--- config.mk ---
export PLATFORM = sky130hd
export DESIGN_NAME = tdm_time_of_day
export DESIGN_NICKNAME = d
export VERILOG_FILES = /design/src/design/tdm_pkg.sv /design/src/design/tdm_time_of_day.sv /design/src/design/tdm_event_flag.sv /design/src/design/tdm_tick_gen.sv
export SDC_FILE = /design/constraint.sdc
export NUM_CORES = 1
export LEC_CHECK = 0
export ABC_CLOCK_PERIOD_IN_PS = 4100
export BUFFER_PORTS_ARGS = -buffer_cell sky130_fd_sc_hd__buf_2
export CAP_MARGIN = 5
export CORE_ASPECT_RATIO = 1.25
export CORE_MARGIN = 2
export CORE_UTILIZATION = 45
export CTS_BUF_LIST = sky130_fd_sc_hd__clkbuf_2 sky130_fd_sc_hd__clkbuf_4 sky130_fd_sc_hd__clkbuf_8
export DETAILED_ROUTE_END_ITERATION = 8
export GPL_ROUTABILITY_DRIVEN = 0
export PLACE_DENSITY = 0.74
export SYNTH_ARGS = -nofsm -noshare
export SYNTH_HDL_FRONTEND = slang
export SYNTH_HIERARCHICAL = 1
export SYNTH_SLANG_ARGS = --single-unit
--- constraint.sdc ---
create_clock -name clk -period 4.1 [get_ports clk]
set_clock_uncertainty 0.2 [all_clocks]
set_input_delay 0.205 -clock clk [delete_from_list [all_inputs] [get_ports clk]]
set_output_delay 0.205 -clock clk [all_outputs]
set_load 0.05 [all_outputs]
--- src/design/tdm_pkg.sv ---
// constants, register map and carrier types of the time-of-day unit
// assumes a 10 MHz system clock and 8-bit register data
package tdm_pkg;

  // system clock
  localparam int unsigned CLK_HZ        = 10_000_000;
  localparam int unsigned CLK_PERIOD_NS = 100;

  // register port geometry
  localparam int unsigned ADDR_W = 3;
  localparam int unsigned DATA_W = 8;

  // register indices
  localparam logic [2:0] ADDR_CONTROL        = 3'h0;
  localparam logic [2:0] ADDR_STATUS_CONTROL = 3'h1;
  localparam logic [2:0] ADDR_ALARM_VALUE    = 3'h2;
  localparam logic [2:0] ADDR_COUNTER        = 3'h3;

  // timekeeper_control fields
  localparam int unsigned CTL_ENABLE_BIT  = 7;
  localparam int unsigned CTL_SEL_HI      = 6;
  localparam int unsigned CTL_SEL_LO      = 5;
  localparam int unsigned CTL_RESTART_BIT = 4;
  localparam int unsigned CTL_CLKOUT_BIT  = 3;
  localparam int unsigned CTL_PS_HI       = 2;
  localparam int unsigned CTL_PS_LO       = 0;

  // timekeeper_status_control fields
  localparam int unsigned ST_QUARTER_FLAG = 7;
  localparam int unsigned ST_SECOND_FLAG  = 6;
  localparam int unsigned ST_ALARM_FLAG   = 5;
  localparam int unsigned ST_QUARTER_IE   = 4;
  localparam int unsigned ST_SECOND_IE    = 3;
  localparam int unsigned ST_ALARM_IE     = 2;
  localparam int unsigned ST_ALARM_EN     = 1;
  localparam int unsigned ST_WRITE_DONE   = 0;

  // reset values
  localparam logic [1:0] SEL_RESET     = 2'h0;
  localparam logic [2:0] PS_RESET      = 3'h1;
  localparam logic [5:0] ALARM_RESET   = 6'h00;
  localparam logic [7:0] COUNTER_RESET = 8'h00;

  // event slots of the shared interrupt
  localparam int unsigned EV_QUARTER = 0;
  localparam int unsigned EV_SECOND  = 1;
  localparam int unsigned EV_ALARM   = 2;
  localparam int unsigned NUM_EVENTS = 3;

  // prescaler: source edges per 4 Hz tick for each divider setting
  localparam int unsigned TICK_HZ = 4;
  localparam int unsigned DIV_W   = 24;
  localparam int unsigned DIV_PS0 = 1_000 / TICK_HZ;
  localparam int unsigned DIV_PS1 = 32_768 / TICK_HZ;
  localparam int unsigned DIV_PS2 = 32_000 / TICK_HZ;
  localparam int unsigned DIV_PS3 = 38_400 / TICK_HZ;
  localparam int unsigned DIV_PS4 = 4_915_200 / TICK_HZ;
  localparam int unsigned DIV_PS5 = 4_000_000 / TICK_HZ;
  localparam int unsigned DIV_PS6 = 8_000_000 / TICK_HZ;
  localparam int unsigned DIV_PS7 = 16_000_000 / TICK_HZ;

  // busy time after an alarm value write
  localparam int unsigned ALARM_WRITE_NS     = 400;
  localparam int unsigned ALARM_WRITE_CYCLES =
    (ALARM_WRITE_NS + CLK_PERIOD_NS - 1) / CLK_PERIOD_NS;

  // time base selection codes
  typedef enum logic [1:0] {
    TDM_SRC_EXT_OSC = 2'b00,
    TDM_SRC_LOW_PWR = 2'b01,
    TDM_SRC_IRC     = 2'b10,
    TDM_SRC_NONE    = 2'b11
  } tdm_src_t;

  // register port request
  typedef struct packed {
    logic [ADDR_W-1:0] addr;
    logic [DATA_W-1:0] wdata;
    logic              wr;
    logic              rd;
  } tdm_bus_req_t;

endpackage

--- src/design/tdm_time_of_day.sv ---
// time-of-day unit: quarter-second counter, second and alarm events,
// register port and the shared interrupt request
// assumes a synchronous register master on clk and free time base pins
// time base pins are asynchronous and are synchronised before use
//
// Decided for this implementation: the plain strobed port and the address map.
`timescale 1ns/1ps
`default_nettype none
module tdm_time_of_day
  import tdm_pkg::*;
#(
  parameter int unsigned DIV_SET0     = DIV_PS0,
  parameter int unsigned DIV_SET1     = DIV_PS1,
  parameter int unsigned DIV_SET2     = DIV_PS2,
  parameter int unsigned DIV_SET3     = DIV_PS3,
  parameter int unsigned DIV_SET4     = DIV_PS4,
  parameter int unsigned DIV_SET5     = DIV_PS5,
  parameter int unsigned DIV_SET6     = DIV_PS6,
  parameter int unsigned DIV_SET7     = DIV_PS7,
  parameter int unsigned WRITE_CYCLES = ALARM_WRITE_CYCLES
) (
  input  wire logic         clk,
  input  wire logic         reset_n,
  input  wire tdm_bus_req_t bus_req,
  output logic [DATA_W-1:0] rdata,
  input  wire logic         external_osc_clock,
  input  wire logic         low_power_1khz_osc,
  input  wire logic         internal_reference_clock,
  output logic              irq,
  output logic              clock_out
);

  // control register state
  logic            module_enable;
  tdm_src_t        time_base_select;
  logic            clock_output_enable;
  logic [2:0]      divider_setting;

  // status/control register state
  logic            quarter_tick_irq_enable;
  logic            whole_second_irq_enable;
  logic            alarm_irq_enable;
  logic            alarm_function_enable;
  logic            alarm_write_done;
  logic [7:0]      done_count;

  // alarm and counter
  logic [5:0]      alarm_value;
  logic [1:0]      alarm_quarter;
  logic [7:0]      quarter_second_counter;
  logic [7:0]      next_count;

  // decoded strobes
  logic            wr_control;
  logic            wr_status;
  logic            wr_alarm;
  logic            alarm_accept;
  logic            counter_restart;

  // tick and events
  logic [DIV_W-1:0] div_count;
  logic             tick;
  logic             src_level;
  logic             alarm_hit;
  logic [NUM_EVENTS-1:0] ev_set;
  logic [NUM_EVENTS-1:0] ev_clear;
  logic [NUM_EVENTS-1:0] ev_ie;
  logic [NUM_EVENTS-1:0] ev_flag;
  logic [NUM_EVENTS-1:0] ev_pending;

  // write address decode
  // unmapped indices decode to nothing and are dropped
  always_comb begin
    wr_control = 1'b0;
    wr_status  = 1'b0;
    wr_alarm   = 1'b0;
    if (bus_req.wr && bus_req.addr == ADDR_CONTROL) begin
      wr_control = 1'b1;
    end else if (bus_req.wr && bus_req.addr == ADDR_STATUS_CONTROL) begin
      wr_status = 1'b1;
    end else if (bus_req.wr && bus_req.addr == ADDR_ALARM_VALUE) begin
      wr_alarm = 1'b1;
    end
  end

  // restart is an action bit, it is never stored
  assign counter_restart = wr_control
                         & bus_req.wdata[CTL_RESTART_BIT];

  // a busy alarm port drops the write
  assign alarm_accept = wr_alarm & ~alarm_write_done;

  // module enable; clearing it holds counter and prescaler at zero
  always_ff @(posedge clk or negedge reset_n) begin
    if (!reset_n) begin
      module_enable <= 1'b0;
    end else if (wr_control) begin
      module_enable <= bus_req.wdata[CTL_ENABLE_BIT];
    end
  end

  // time base select, external oscillator after reset
  always_ff @(posedge clk or negedge reset_n) begin
    if (!reset_n) begin
      time_base_select <= tdm_src_t'(SEL_RESET);
    end else if (wr_control) begin
      time_base_select <=
        tdm_src_t'(bus_req.wdata[CTL_SEL_HI:CTL_SEL_LO]);
    end
  end

  // clock output enable
  always_ff @(posedge clk or negedge reset_n) begin
    if (!reset_n) begin
      clock_output_enable <= 1'b0;
    end else if (wr_control) begin
      clock_output_enable <= bus_req.wdata[CTL_CLKOUT_BIT];
    end
  end

  // divider setting; changing it while enabled upsets the tick
  always_ff @(posedge clk or negedge reset_n) begin
    if (!reset_n) begin
      divider_setting <= PS_RESET;
    end else if (wr_control) begin
      divider_setting <= bus_req.wdata[CTL_PS_HI:CTL_PS_LO];
    end
  end

  // quarter tick interrupt enable
  always_ff @(posedge clk or negedge reset_n) begin
    if (!reset_n) begin
      quarter_tick_irq_enable <= 1'b0;
    end else if (wr_status) begin
      quarter_tick_irq_enable <= bus_req.wdata[ST_QUARTER_IE];
    end
  end

  // whole second interrupt enable
  always_ff @(posedge clk or negedge reset_n) begin
    if (!reset_n) begin
      whole_second_irq_enable <= 1'b0;
    end else if (wr_status) begin
      whole_second_irq_enable <= bus_req.wdata[ST_SECOND_IE];
    end
  end

  // alarm interrupt enable
  always_ff @(posedge clk or negedge reset_n) begin
    if (!reset_n) begin
      alarm_irq_enable <= 1'b0;
    end else if (wr_status) begin
      alarm_irq_enable <= bus_req.wdata[ST_ALARM_IE];
    end
  end

  // alarm compare enable
  always_ff @(posedge clk or negedge reset_n) begin
    if (!reset_n) begin
      alarm_function_enable <= 1'b0;
    end else if (wr_status) begin
      alarm_function_enable <= bus_req.wdata[ST_ALARM_EN];
    end
  end

  // alarm value, seconds part of the compare
  always_ff @(posedge clk or negedge reset_n) begin
    if (!reset_n) begin
      alarm_value <= ALARM_RESET;
    end else if (alarm_accept) begin
      alarm_value <= bus_req.wdata[7:2];
    end
  end

  // quarter bits preloaded from the counter at write time
  always_ff @(posedge clk or negedge reset_n) begin
    if (!reset_n) begin
      alarm_quarter <= 2'h0;
    end else if (alarm_accept) begin
      alarm_quarter <= quarter_second_counter[1:0];
    end
  end

  // write-done indication held for a fixed busy time
  // a second alarm write inside this window is dropped, not queued
  always_ff @(posedge clk or negedge reset_n) begin
    if (!reset_n) begin
      alarm_write_done <= 1'b0;
      done_count       <= 8'h00;
    end else if (alarm_accept) begin
      alarm_write_done <= 1'b1;
      done_count       <= 8'(WRITE_CYCLES);
    end else if (done_count > 8'h01) begin
      done_count       <= done_count - 8'h01;
    end else begin
      alarm_write_done <= 1'b0;
      done_count       <= 8'h00;
    end
  end

  // divider count per setting
  always_comb begin
    case (divider_setting)
      3'h0:    div_count = DIV_W'(DIV_SET0);
      3'h1:    div_count = DIV_W'(DIV_SET1);
      3'h2:    div_count = DIV_W'(DIV_SET2);
      3'h3:    div_count = DIV_W'(DIV_SET3);
      3'h4:    div_count = DIV_W'(DIV_SET4);
      3'h5:    div_count = DIV_W'(DIV_SET5);
      3'h6:    div_count = DIV_W'(DIV_SET6);
      default: div_count = DIV_W'(DIV_SET7);
    endcase
  end

  // source select and 4 Hz tick; restart clears the prescaler too
  // only rising edges of the selected source are counted
  tdm_tick_gen #(
    .CNT_W      (DIV_W)
  ) u_tick (
    .clk        (clk),
    .reset_n    (reset_n),
    .src_raw    ({internal_reference_clock,
                  low_power_1khz_osc,
                  external_osc_clock}),
    .src_select (time_base_select),
    .run        (module_enable),
    .restart    (counter_restart),
    .div_count  (div_count),
    .tick       (tick),
    .src_level  (src_level)
  );

  // next count wraps from all ones to zero
  assign next_count = quarter_second_counter + 8'h01;

  // alarm compare against value and preloaded quarter bits
  // quarter bits make the hit fall on the intended quarter
  assign alarm_hit = alarm_function_enable & tick
                   & (next_count == {alarm_value, alarm_quarter});

  // quarter-second counter
  // a hit clears only the seconds part, so no quarter is lost
  always_ff @(posedge clk or negedge reset_n) begin
    if (!reset_n) begin
      quarter_second_counter <= COUNTER_RESET;
    end else if (counter_restart || !module_enable) begin
      quarter_second_counter <= COUNTER_RESET;
    end else if (alarm_hit) begin
      quarter_second_counter <= {6'h00, next_count[1:0]};
    end else if (tick) begin
      quarter_second_counter <= next_count;
    end
  end

  // event sources and write-one clears
  always_comb begin
    ev_set[EV_QUARTER]   = tick;
    ev_set[EV_SECOND]    = tick & (next_count[1:0] == 2'h0);
    ev_set[EV_ALARM]     = alarm_hit;
    ev_clear[EV_QUARTER] = wr_status & bus_req.wdata[ST_QUARTER_FLAG];
    ev_clear[EV_SECOND]  = wr_status & bus_req.wdata[ST_SECOND_FLAG];
    ev_clear[EV_ALARM]   = wr_status & bus_req.wdata[ST_ALARM_FLAG];
    ev_ie[EV_QUARTER]    = quarter_tick_irq_enable;
    ev_ie[EV_SECOND]     = whole_second_irq_enable;
    ev_ie[EV_ALARM]      = alarm_irq_enable;
  end

  // one sticky flag per event
  for (genvar i = 0; i < NUM_EVENTS; i++) begin : g_flag
    tdm_event_flag u_flag (
      .clk        (clk),
      .reset_n    (reset_n),
      .set        (ev_set[i]),
      .clear      (ev_clear[i]),
      .irq_enable (ev_ie[i]),
      .flag       (ev_flag[i]),
      .pending    (ev_pending[i])
    );
  end

  // shared level request; a flag left set with its enable on keeps it high
  // registered, so it rises one cycle after the flag
  always_ff @(posedge clk or negedge reset_n) begin
    if (!reset_n) begin
      irq <= 1'b0;
    end else begin
      irq <= |ev_pending;
    end
  end

  // clock output follows the selected source when enabled
  always_ff @(posedge clk or negedge reset_n) begin
    if (!reset_n) begin
      clock_out <= 1'b0;
    end else begin
      clock_out <= src_level & clock_output_enable & module_enable;
    end
  end

  // read data, valid only in the cycle after the read strobe
  // returns zero otherwise so a stale value is never seen
  always_ff @(posedge clk or negedge reset_n) begin
    if (!reset_n) begin
      rdata <= 8'h00;
    end else if (bus_req.rd && bus_req.addr == ADDR_CONTROL) begin
      rdata <= {module_enable, time_base_select, 1'b0,
                clock_output_enable, divider_setting};
    end else if (bus_req.rd && bus_req.addr == ADDR_STATUS_CONTROL) begin
      rdata <= {ev_flag[EV_QUARTER], ev_flag[EV_SECOND],
                ev_flag[EV_ALARM], quarter_tick_irq_enable,
                whole_second_irq_enable, alarm_irq_enable,
                alarm_function_enable, alarm_write_done};
    end else if (bus_req.rd && bus_req.addr == ADDR_ALARM_VALUE) begin
      rdata <= {alarm_value, alarm_quarter};
    end else if (bus_req.rd && bus_req.addr == ADDR_COUNTER) begin
      rdata <= quarter_second_counter;
    end else begin
      rdata <= 8'h00;
    end
  end

endmodule
`default_nettype wire

--- src/design/tdm_event_flag.sv ---
// one sticky event flag with its interrupt enable
// assumes set and clear are one-cycle pulses on clk
`timescale 1ns/1ps
`default_nettype none
module tdm_event_flag
  import tdm_pkg::*;
(
  input  wire logic clk,
  input  wire logic reset_n,
  input  wire logic set,
  input  wire logic clear,
  input  wire logic irq_enable,
  output logic      flag,
  output logic      pending
);

  // set beats a clear in the same cycle
  always_ff @(posedge clk or negedge reset_n) begin
    if (!reset_n) begin
      flag <= 1'b0;
    end else if (set) begin
      flag <= 1'b1;
    end else if (clear) begin
      flag <= 1'b0;
    end
  end

  // flag gated by its enable
  assign pending = flag & irq_enable;

endmodule
`default_nettype wire

--- src/design/tdm_tick_gen.sv ---
// time base selection and 4 Hz tick prescaler
// assumes the source clocks are asynchronous and slower than clk / 2
`timescale 1ns/1ps
`default_nettype none
module tdm_tick_gen
  import tdm_pkg::*;
#(
  parameter int unsigned CNT_W = DIV_W
) (
  input  wire logic             clk,
  input  wire logic             reset_n,
  input  wire logic [2:0]       src_raw,
  input  wire tdm_src_t         src_select,
  input  wire logic             run,
  input  wire logic             restart,
  input  wire logic [CNT_W-1:0] div_count,
  output logic                  tick,
  output logic                  src_level
);

  logic [2:0]       sync_1;
  logic [2:0]       sync_2;
  logic             selected;
  logic             edge_seen;
  logic [CNT_W-1:0] edge_count;

  // two-stage synchroniser per source
  for (genvar i = 0; i < 3; i++) begin : g_sync
    always_ff @(posedge clk or negedge reset_n) begin
      if (!reset_n) begin
        sync_1[i] <= 1'b0;
        sync_2[i] <= 1'b0;
      end else begin
        sync_1[i] <= src_raw[i];
        sync_2[i] <= sync_1[i];
      end
    end
  end

  // source mux on synchronised levels
  always_comb begin
    case (src_select)
      TDM_SRC_EXT_OSC: selected = sync_2[0];
      TDM_SRC_LOW_PWR: selected = sync_2[1];
      TDM_SRC_IRC:     selected = sync_2[2];
      default:         selected = 1'b0;
    endcase
  end

  assign edge_seen = selected & ~src_level;

  // previous level, also used for the clock output
  always_ff @(posedge clk or negedge reset_n) begin
    if (!reset_n) begin
      src_level <= 1'b0;
    end else begin
      src_level <= selected;
    end
  end

  // divide rising edges down to one tick pulse
  always_ff @(posedge clk or negedge reset_n) begin
    if (!reset_n) begin
      edge_count <= '0;
      tick       <= 1'b0;
    end else if (!run || restart) begin
      edge_count <= '0;
      tick       <= 1'b0;
    end else if (edge_seen && edge_count >= div_count - 1'b1) begin
      edge_count <= '0;
      tick       <= 1'b1;
    end else if (edge_seen) begin
      edge_count <= edge_count + 1'b1;
      tick       <= 1'b0;
    end else begin
      tick       <= 1'b0;
    end
  end

endmodule
`default_nettype wire

==> key figures, run 1 <==
Critical path
  • Slowest cell on crit path: dfstp_2
  • Crit-path cells: nor3_4 > nor4_4 > nor4b_4 > nand3_2 > nor2b_4 > nand2_1 > xor2_1 > ha_1 > nand4_1 > nor2_2 > a221o_1 > a211o_4 > buf_12 > or3_1 > a21oi_1
  • Crit end category: flop
  • Worst EP arrival: 4.27 ns
  • CP max stage delay: 0.64 ns
  • Critical Path RT: 4.21 ns
  • Worst Setup Start Kind: flop
  • R2r setup slk: -0.07 ns
  • CP Max Fanout: 7
  • Crit Path Class: reg2reg

Floorplanning
  • Die ar.: 0.0124 mm2
  • Initial Util: 46.4%
  • Core ar.: 0.0111 mm2
  • # rows: 43
  • Die width: 99.9 um
  • Die Y: 124 um
  • I/O pin count: 28

Clock tree
  • CTS Sinks: 81
  • Clk Latency, worst-skew pair: 0.37 ns
  • Clock Path Buffers: 2
  • CTS tree: done
  • Reg clk slew, reported paths: 0.09 ns
  • H-tree depth: 3
  • Root Buffer: clkbuf_8
  • Num CTS Buffers: 9

Detailed routing
  • Met1 wire length: 5.36 mm
  • Routed WL per cell: 17.7 um
  • Final ANT Viol Nets: 0
  • Met2 wire length: 7.22 mm
  • DR top layer: met4
  • Total Wirelength: 13.3 mm
  • Detailed-router iteration count before antenna repair: 5
  • Vias per cell: 5.86
  • Iter 0 DRT Violations: 219
  • Routed met3 length: 354 um
  • DR vias: 4383
  • # DRC: 0

Power and ir drop
  • Peak supply drop: 0.000339 V
  • Total power: 2.69 mW
  • Switching pwr: 0.979 mW
  • Sw Ratio: 36.4%
  • Internal Pwr Total: 1.71 mW
  • Pleak: 2.98 nW
  • Clock power share: 23.4%
  • Sequential power share: 38.2%
  • Comb pwr share: 38.4%
  • PD cells: 404 mW/mm2

Yosys
  • Synth Instances: 518
  • Top_reg_cell synth: dfrtp_1
  • Synth cell types: 63
  • Yosys warns: 6
  • Top cells by area, synth: dfrtp_1 (39%), ha_1 (7.0%), xnor2_1 (4.6%), mux2_2 (4.1%), xor2_1 (3.6%)
  • #FFs+latches synth: 81
  • Synth top area share: 38.7%
  • Asr flop ratio synth: 100%
  • Post-synthesis sequential area ratio: 39.2%
  • Synthesized area per cell: 9.98 um2
  • Post-synth EDFFs: 0
  • Post-synthesis instance area: 0.00517 mm2
  • Yosys top cell by area: dfrtp_1

STA
  • FMAX: 240 MHz
  • Min Hold Slack: 0.0455 ns
  • Final worst-path cycle share: 102%
  • Hold Vio Cnt, Final: 0
  • Final count of pins violating max slew: 0
  • Final worst setup slack: -0.0673 ns
  • Post-layout min period: 4.17 ns
  • RSZ-0062 raised after global routing: true
  • Relative slew slack: 21.5%
  • Worst-Margin Slew: 1.18 ns
  • Total Neg Setup Slack: -0.368 ns
  • Setup Viol. Count Final: 12

Layout
  • Layout Nets: 655
  • Area growth from synthesis to layout: 28.7%
  • Number of fill cells: 869
  • Post-layout util: 59.8%
  • Final std cell area, no fill: 0.00666 mm2
  • Most common cell after layout, fill and taps aside: dfrtp_1
  • Non-filler instance count after layout: 748
  • Share of cells above drive strength 1: 30.7%
  • Commonest non-fill, non-tap cells in the layout: dfrtp_1 (79), buf_4 (41), nand2_1 (29), nor2_1 (28), ha_1 (28)
  • Ant diodes: 0

Global routing
  • Global route overflow: 0
  • First-pass GRT wire length: 20.2 mm
  • Global Route Usage Sum: 20.5%
  • Initial antenna violation count: 0
  • Vias in the first global route: 4304
  • Largest net degree at the start of global routing: 82

Placed design
  • Port Buffers: 27
  • Placed wire-length estimate: 8.59 mm
  • Pre-CTS WS: -0.0967 ns
  • Placed cell count: 694
  • Area after DPL: 0.00569 mm2

Worst hold path
  • Min-delay worst type: in2reg

Job
  • Max cap viols: 0

Outcome
  • Failing checks: setup timing
  • Status: complete, but fails checks
worst paths after layout:
kind	from	end	cells past startpoint
max in group asynchronous	reset_n	divider_setting[2]$_DFFE_PN0P_	2
hold reg to reg	u_tick/sync_1[2]$_DFF_PN0_	u_tick/sync_2[2]$_DFF_PN0_	0
min in group asynchronous	reset_n	u_tick/edge_count[2]$_DFFE_PN0P_	2
hold / removal	bus_req[10]	rdata[4]$_DFF_PN0_	3
setup reg to reg	divider_setting[0]$_DFFE_PN1P_	u_tick/edge_count[1]$_DFFE_PN0P_	15
setup / recovery	divider_setting[0]$_DFFE_PN1P_	u_tick/edge_count[1]$_DFFE_PN0P_	15
per-layer routing:
| layer | up-vias | GRT usage [%] |
|---|---|---|
| li1 | 2056 | - |
| met1 | 2209 | 23.8 |
| met2 | 95 | 38.2 |
| met3 | 23 | 2.08 |
| met4 | 0 | 8.99 |
| met5 | - | 0 |
state kept, by name (all words and copies together) (netlist names), 2 cells and up:
signal and count:
g_flag.u_flag/flag 3, time_base_select 2, u_tick/edge_count 24, done_count 8, divider_setting 3, alarm_quarter 2, u_tick/sync_1 3, rdata 8
quarter_second_counter 8, alarm_value 6, u_tick/sync_2 3
what timing repair did:
| action | CTS | global route |
|---|---|---|
| hold buffers | 12 | 0 |
| setup endpoints to repair | 17 | 23 |
| hold endpoints to repair | 100 | 0 |
| gates resized for setup | 5 | 74 |
| gates cloned | 0 | 5 |
| pin swaps | 1 | 19 |
| setup buffers | 0 | 21 |
cells by family (layout without fill, tap and decap cells):
kind of cell / count (synthesis) / in the layout / share of synthesized area (%)
xor gates and xnor gates: 48 / 48 / 8.13
other: 1 / 11 / 0.0725
AOI/OAI and AO/OA: 91 / 91 / 13.1
and+or+nand+nor: 197 / 197 / 21.1
DFF: 81 / 81 / 39.2
adders and majority gates: 29 / 29 / 7.02
buffers and inverters: 42 / 127 / 3.51
muxes: 29 / 29 / 7.84
final cells by class:
type / instances / area, um2 / area share, %
well taps: 135 / 169 / 2.54
inverters: 21 / 78.8 / 1.18
repair buffers: 90 / 762 / 11.4
clock buffers: 10 / 138 / 2.07
multi-input cells: 405 / 3400 / 51.2
clock inverters: 6 / 73.8 / 1.11
flip-flops and latches: 81 / 2030 / 30.5
power groups by stage:
stage | Sequential, mW | Combinational [mW] | Clock (mW)
4_1_cts | 1.02 | 0.839 | 0.641
5_1_grt | 1.04 | 1.13 | 0.676
6_report | 1.03 | 1.03 | 0.630
3_5_place_dp | 1.04 | 0.821 | 0
2_1_floorplan | 1.02 | 0.584 | 0
3_3_place_gp | 1.03 | 0.789 | 0
synthesized netlist by cell type (all sizes together), types with 10 or more instances:
cell     n
a21o    14
a21oi   15
and2    10
and3    14
clkbuf  12
dfrtp   80
ha      29
inv     21
mux2    19
nand2   31
nand3   17
nor2    33
nor2b   12
nor3    17
nor4    13
o21ai   13
xnor2   27
xor2    21
critical path: cells and delay by family, from the launching register on:
family          cells  cell delay (ns)
compound gates      3             0.85
buf+inv             1             0.16
fa+ha+maj           1             0.30
xor+xnor            1             0.16
flops               1             0.64
simple gates        9             1.78
Power figures use the tool's default switching activity.
==> run 2: changes to the inputs <==
--- a/config.mk
+++ b/config.mk
@@ -6,15 +6,15 @@
 export NUM_CORES = 1
 export LEC_CHECK = 0
 export ABC_CLOCK_PERIOD_IN_PS = 4100
-export BUFFER_PORTS_ARGS = -buffer_cell sky130_fd_sc_hd__buf_2
 export CAP_MARGIN = 5
 export CORE_ASPECT_RATIO = 1.25
 export CORE_MARGIN = 2
 export CORE_UTILIZATION = 45
 export CTS_BUF_LIST = sky130_fd_sc_hd__clkbuf_2 sky130_fd_sc_hd__clkbuf_4 sky130_fd_sc_hd__clkbuf_8
 export DETAILED_ROUTE_END_ITERATION = 8
+export DONT_BUFFER_PORTS = 1
 export GPL_ROUTABILITY_DRIVEN = 0
-export PLACE_DENSITY = 0.74
+export PLACE_DENSITY = 0.72
 export SYNTH_ARGS = -nofsm -noshare
 export SYNTH_HDL_FRONTEND = slang
 export SYNTH_HIERARCHICAL = 1
==> run 2 against run 1 <==
Compared with the run above: the run still ends with setup timing left; register-to-register slack worse by 0.02 ns; maximum frequency is 0.41% lower; design area decreased by 3.1%; power shrank 4.4%; sequential share of layout area rose by 0.97 points; critical path depth unchanged; clock power decreased by 3.3%.
==> key figures, run 2 (same netlist as run 1, synthesis figures left out) <==
Job
  • Max cap viols: 0

Layout
  • Layout Nets: 623
  • Number of flip-flops in the largest register: 24
  • Number of fill cells: 890
  • Commonest non-fill, non-tap cells in the layout: dfrtp_1 (79), nor2_1 (31), buf_4 (31), nand2_1 (30), ha_1 (28)
  • Most flop-heavy register: u_tick/edge_count
  • Ant diodes: 0
  • Share of cells above drive strength 1: 23.9%
  • Most common cell after layout, fill and taps aside: dfrtp_1
  • Area growth from synthesis to layout: 24.7%
  • Final std cell area, no fill: 0.00645 mm2
  • Register area: 0.00203 mm2
  • Non-filler instance count after layout: 716
  • Area of the multi-input gates: 0.00339 mm2

Critical path
  • CP Max Fanout: 6
  • Worst Setup Start Kind: flop
  • R2r setup slk: -0.08 ns
  • Reg-to-Reg Start: divider_setting[0]$_DFFE_PN1P_
  • Critical Path RT: 4.22 ns
  • Cell family with most CP delay: simple AND/OR/NAND/NOR gates
  • Crit end category: flop
  • Worst path bufs/invs: 2
  • Worst EP arrival: 4.30 ns
  • Crit Path Class: reg2reg
  • CP max stage delay: 0.61 ns
  • Worst Setup SP: divider_setting[0]$_DFFE_PN1P_
  • RR Endpoint: u_tick/edge_count[18]$_DFFE_PN0P_
  • Slowest cell on crit path: dfstp_2
  • Crit-path cells: nor3_1 > or2_2 > nor4_2 > buf_4 > nand3_2 > nor4_4 > xnor2_1 > ha_1 > nand4_1 > nor2_2 > a221o_1 > a211o_4 > buf_12 > o311ai_1 > o21a_1
  • Reg2reg path depth: 15

Global routing
  • Global route overflow: 0
  • Global Route Usage Sum: 21.0%
  • Initial antenna violation count: 0
  • Vias in the first global route: 4201
  • Largest net degree at the start of global routing: 82
  • First-pass GRT wire length: 20.3 mm

Floorplanning
  • Core ar.: 0.0111 mm2
  • Die Y: 124 um
  • Initial Util: 46.4%
  • Die ar.: 0.0124 mm2
  • I/O pin count: 28
  • # rows: 43
  • Die width: 99.9 um

Outcome
  • Status: complete, but fails checks
  • Failing checks: setup timing

STA
  • Worst-Margin Slew: 1.21 ns
  • Final worst-path cycle share: 102%
  • Final worst setup slack: -0.0843 ns
  • Relative slew slack: 19.2%
  • RSZ-0062 raised after global routing: true
  • Setup Viol. Count Final: 21
  • Post-layout min period: 4.18 ns
  • Total Neg Setup Slack: -0.731 ns
  • Hold Vio Cnt, Final: 0
  • FMAX: 239 MHz
  • Final count of pins violating max slew: 0

Detailed routing
  • DR vias: 4260
  • Vias per cell: 5.95
  • Total Wirelength: 13.4 mm
  • Detailed-router iteration count before antenna repair: 5
  • # DRC: 0
  • Final ANT Viol Nets: 0
  • Routed WL per cell: 18.7 um
  • Iter 0 DRT Violations: 189

Clock tree
  • H-tree depth: 3
  • Root Buffer: clkbuf_8
  • Clk Latency, worst-skew pair: 0.37 ns
  • Reg clk slew, reported paths: 0.09 ns
  • CTS Sinks: 81
  • Clock Path Buffers: 2
  • CTS tree: done
  • Num CTS Buffers: 9

Power and ir drop
  • PD cells: 399 mW/mm2
  • Peak supply drop: 0.000283 V
  • Pleak: 2.77 nW

Placed design
  • Placed wire-length estimate: 8.44 mm
  • Port Buffers: 0
  • Placed cell count: 667
  • Area after DPL: 0.00554 mm2

Worst hold path
  • Min-delay worst type: in2reg
  • Hold path cells: 2
  • Min-Delay Startpoint: bus_req[10]
  • WHS Endpoint: rdata[7]$_DFF_PN0_
run 2: metal layers:
metal	global-route usage (%)	share of wire, %
met1	25.0	39
met3	3.93	4.6
met2	37.5	54
met5	0	0
met4	7.96	3.0
run 2: per-stage QoR:
| stage | utilization, % | setup WS [ns] | hold slack (ns) | total power [mW] |
|---|---|---|---|---|
| 2_1_floorplan | - | 0.0127 | -0.291 | 1.61 |
| 3_3_place_gp | 49.8 | 0.0564 | -0.286 | 1.78 |
| 3_5_place_dp | 49.8 | -0.0914 | -0.287 | 1.81 |
| 4_1_cts | 53.7 | 0.00861 | 0.00134 | 2.47 |
| 5_1_grt | 57.9 | -0.278 | 0.00885 | 2.73 |
| 6_report | 57.9 | -0.0843 | 0.00760 | 2.57 |
run 2: how the worst max path moves through the flow:
stage,end,slack [ns],cells after the start
floorplan,u_tick/edge_count[15]$_DFFE_PN0P_,0.01,17
global placement,u_tick/edge_count[7]$_DFFE_PN0P_,0.06,15
detailed placement,u_tick/edge_count[7]$_DFFE_PN0P_,-0.09,15
CTS,u_tick/edge_count[1]$_DFFE_PN0P_,0.009,15
global route,u_tick/edge_count[12]$_DFFE_PN0P_,-0.28,15
finish,u_tick/edge_count[18]$_DFFE_PN0P_,-0.08,15
run 2: timing repair:
action	in CTS	in global routing
setup buffers	2	8
hold buffers	19	0
pin swaps	0	34
gates cloned	0	4
setup endpoints to repair	21	24
gates resized for setup	4	65
endpoints found under the hold margin	116	0
run 2: where the power goes:
group	leakage, nW	total (mW)	switching (mW)	internal, mW
Combinational	1.61	0.905	0.476	0.429
Sequential	1.06	1.06	0.143	0.913
Clock	0.0977	0.609	0.322	0.287
run 2: area by class of cell:
class | count | area share (%)
clock inverter | 7 | 1.22
multi-input combinational | 405 | 52.5
inverter | 21 | 1.22
tap | 135 | 2.62
sequential | 81 | 31.5
timing repair buffer | 58 | 9.06
clock buffer | 9 | 1.92
run 2: worst register-to-register path, stage by stage, from the launching register on:
cell and delay, ns:
dfstp_2 0.61, nor3_1 0.11, or2_2 0.37, nor4_2 0.21
buf_4 0.17, nand3_2 0.09, nor4_4 0.32, xnor2_1 0.11
ha_1 0.34, nand4_1 0.16, nor2_2 0.07, a221o_1 0.38
a211o_4 0.35, buf_12 0.16, o311ai_1 0.31, o21a_1 0.17
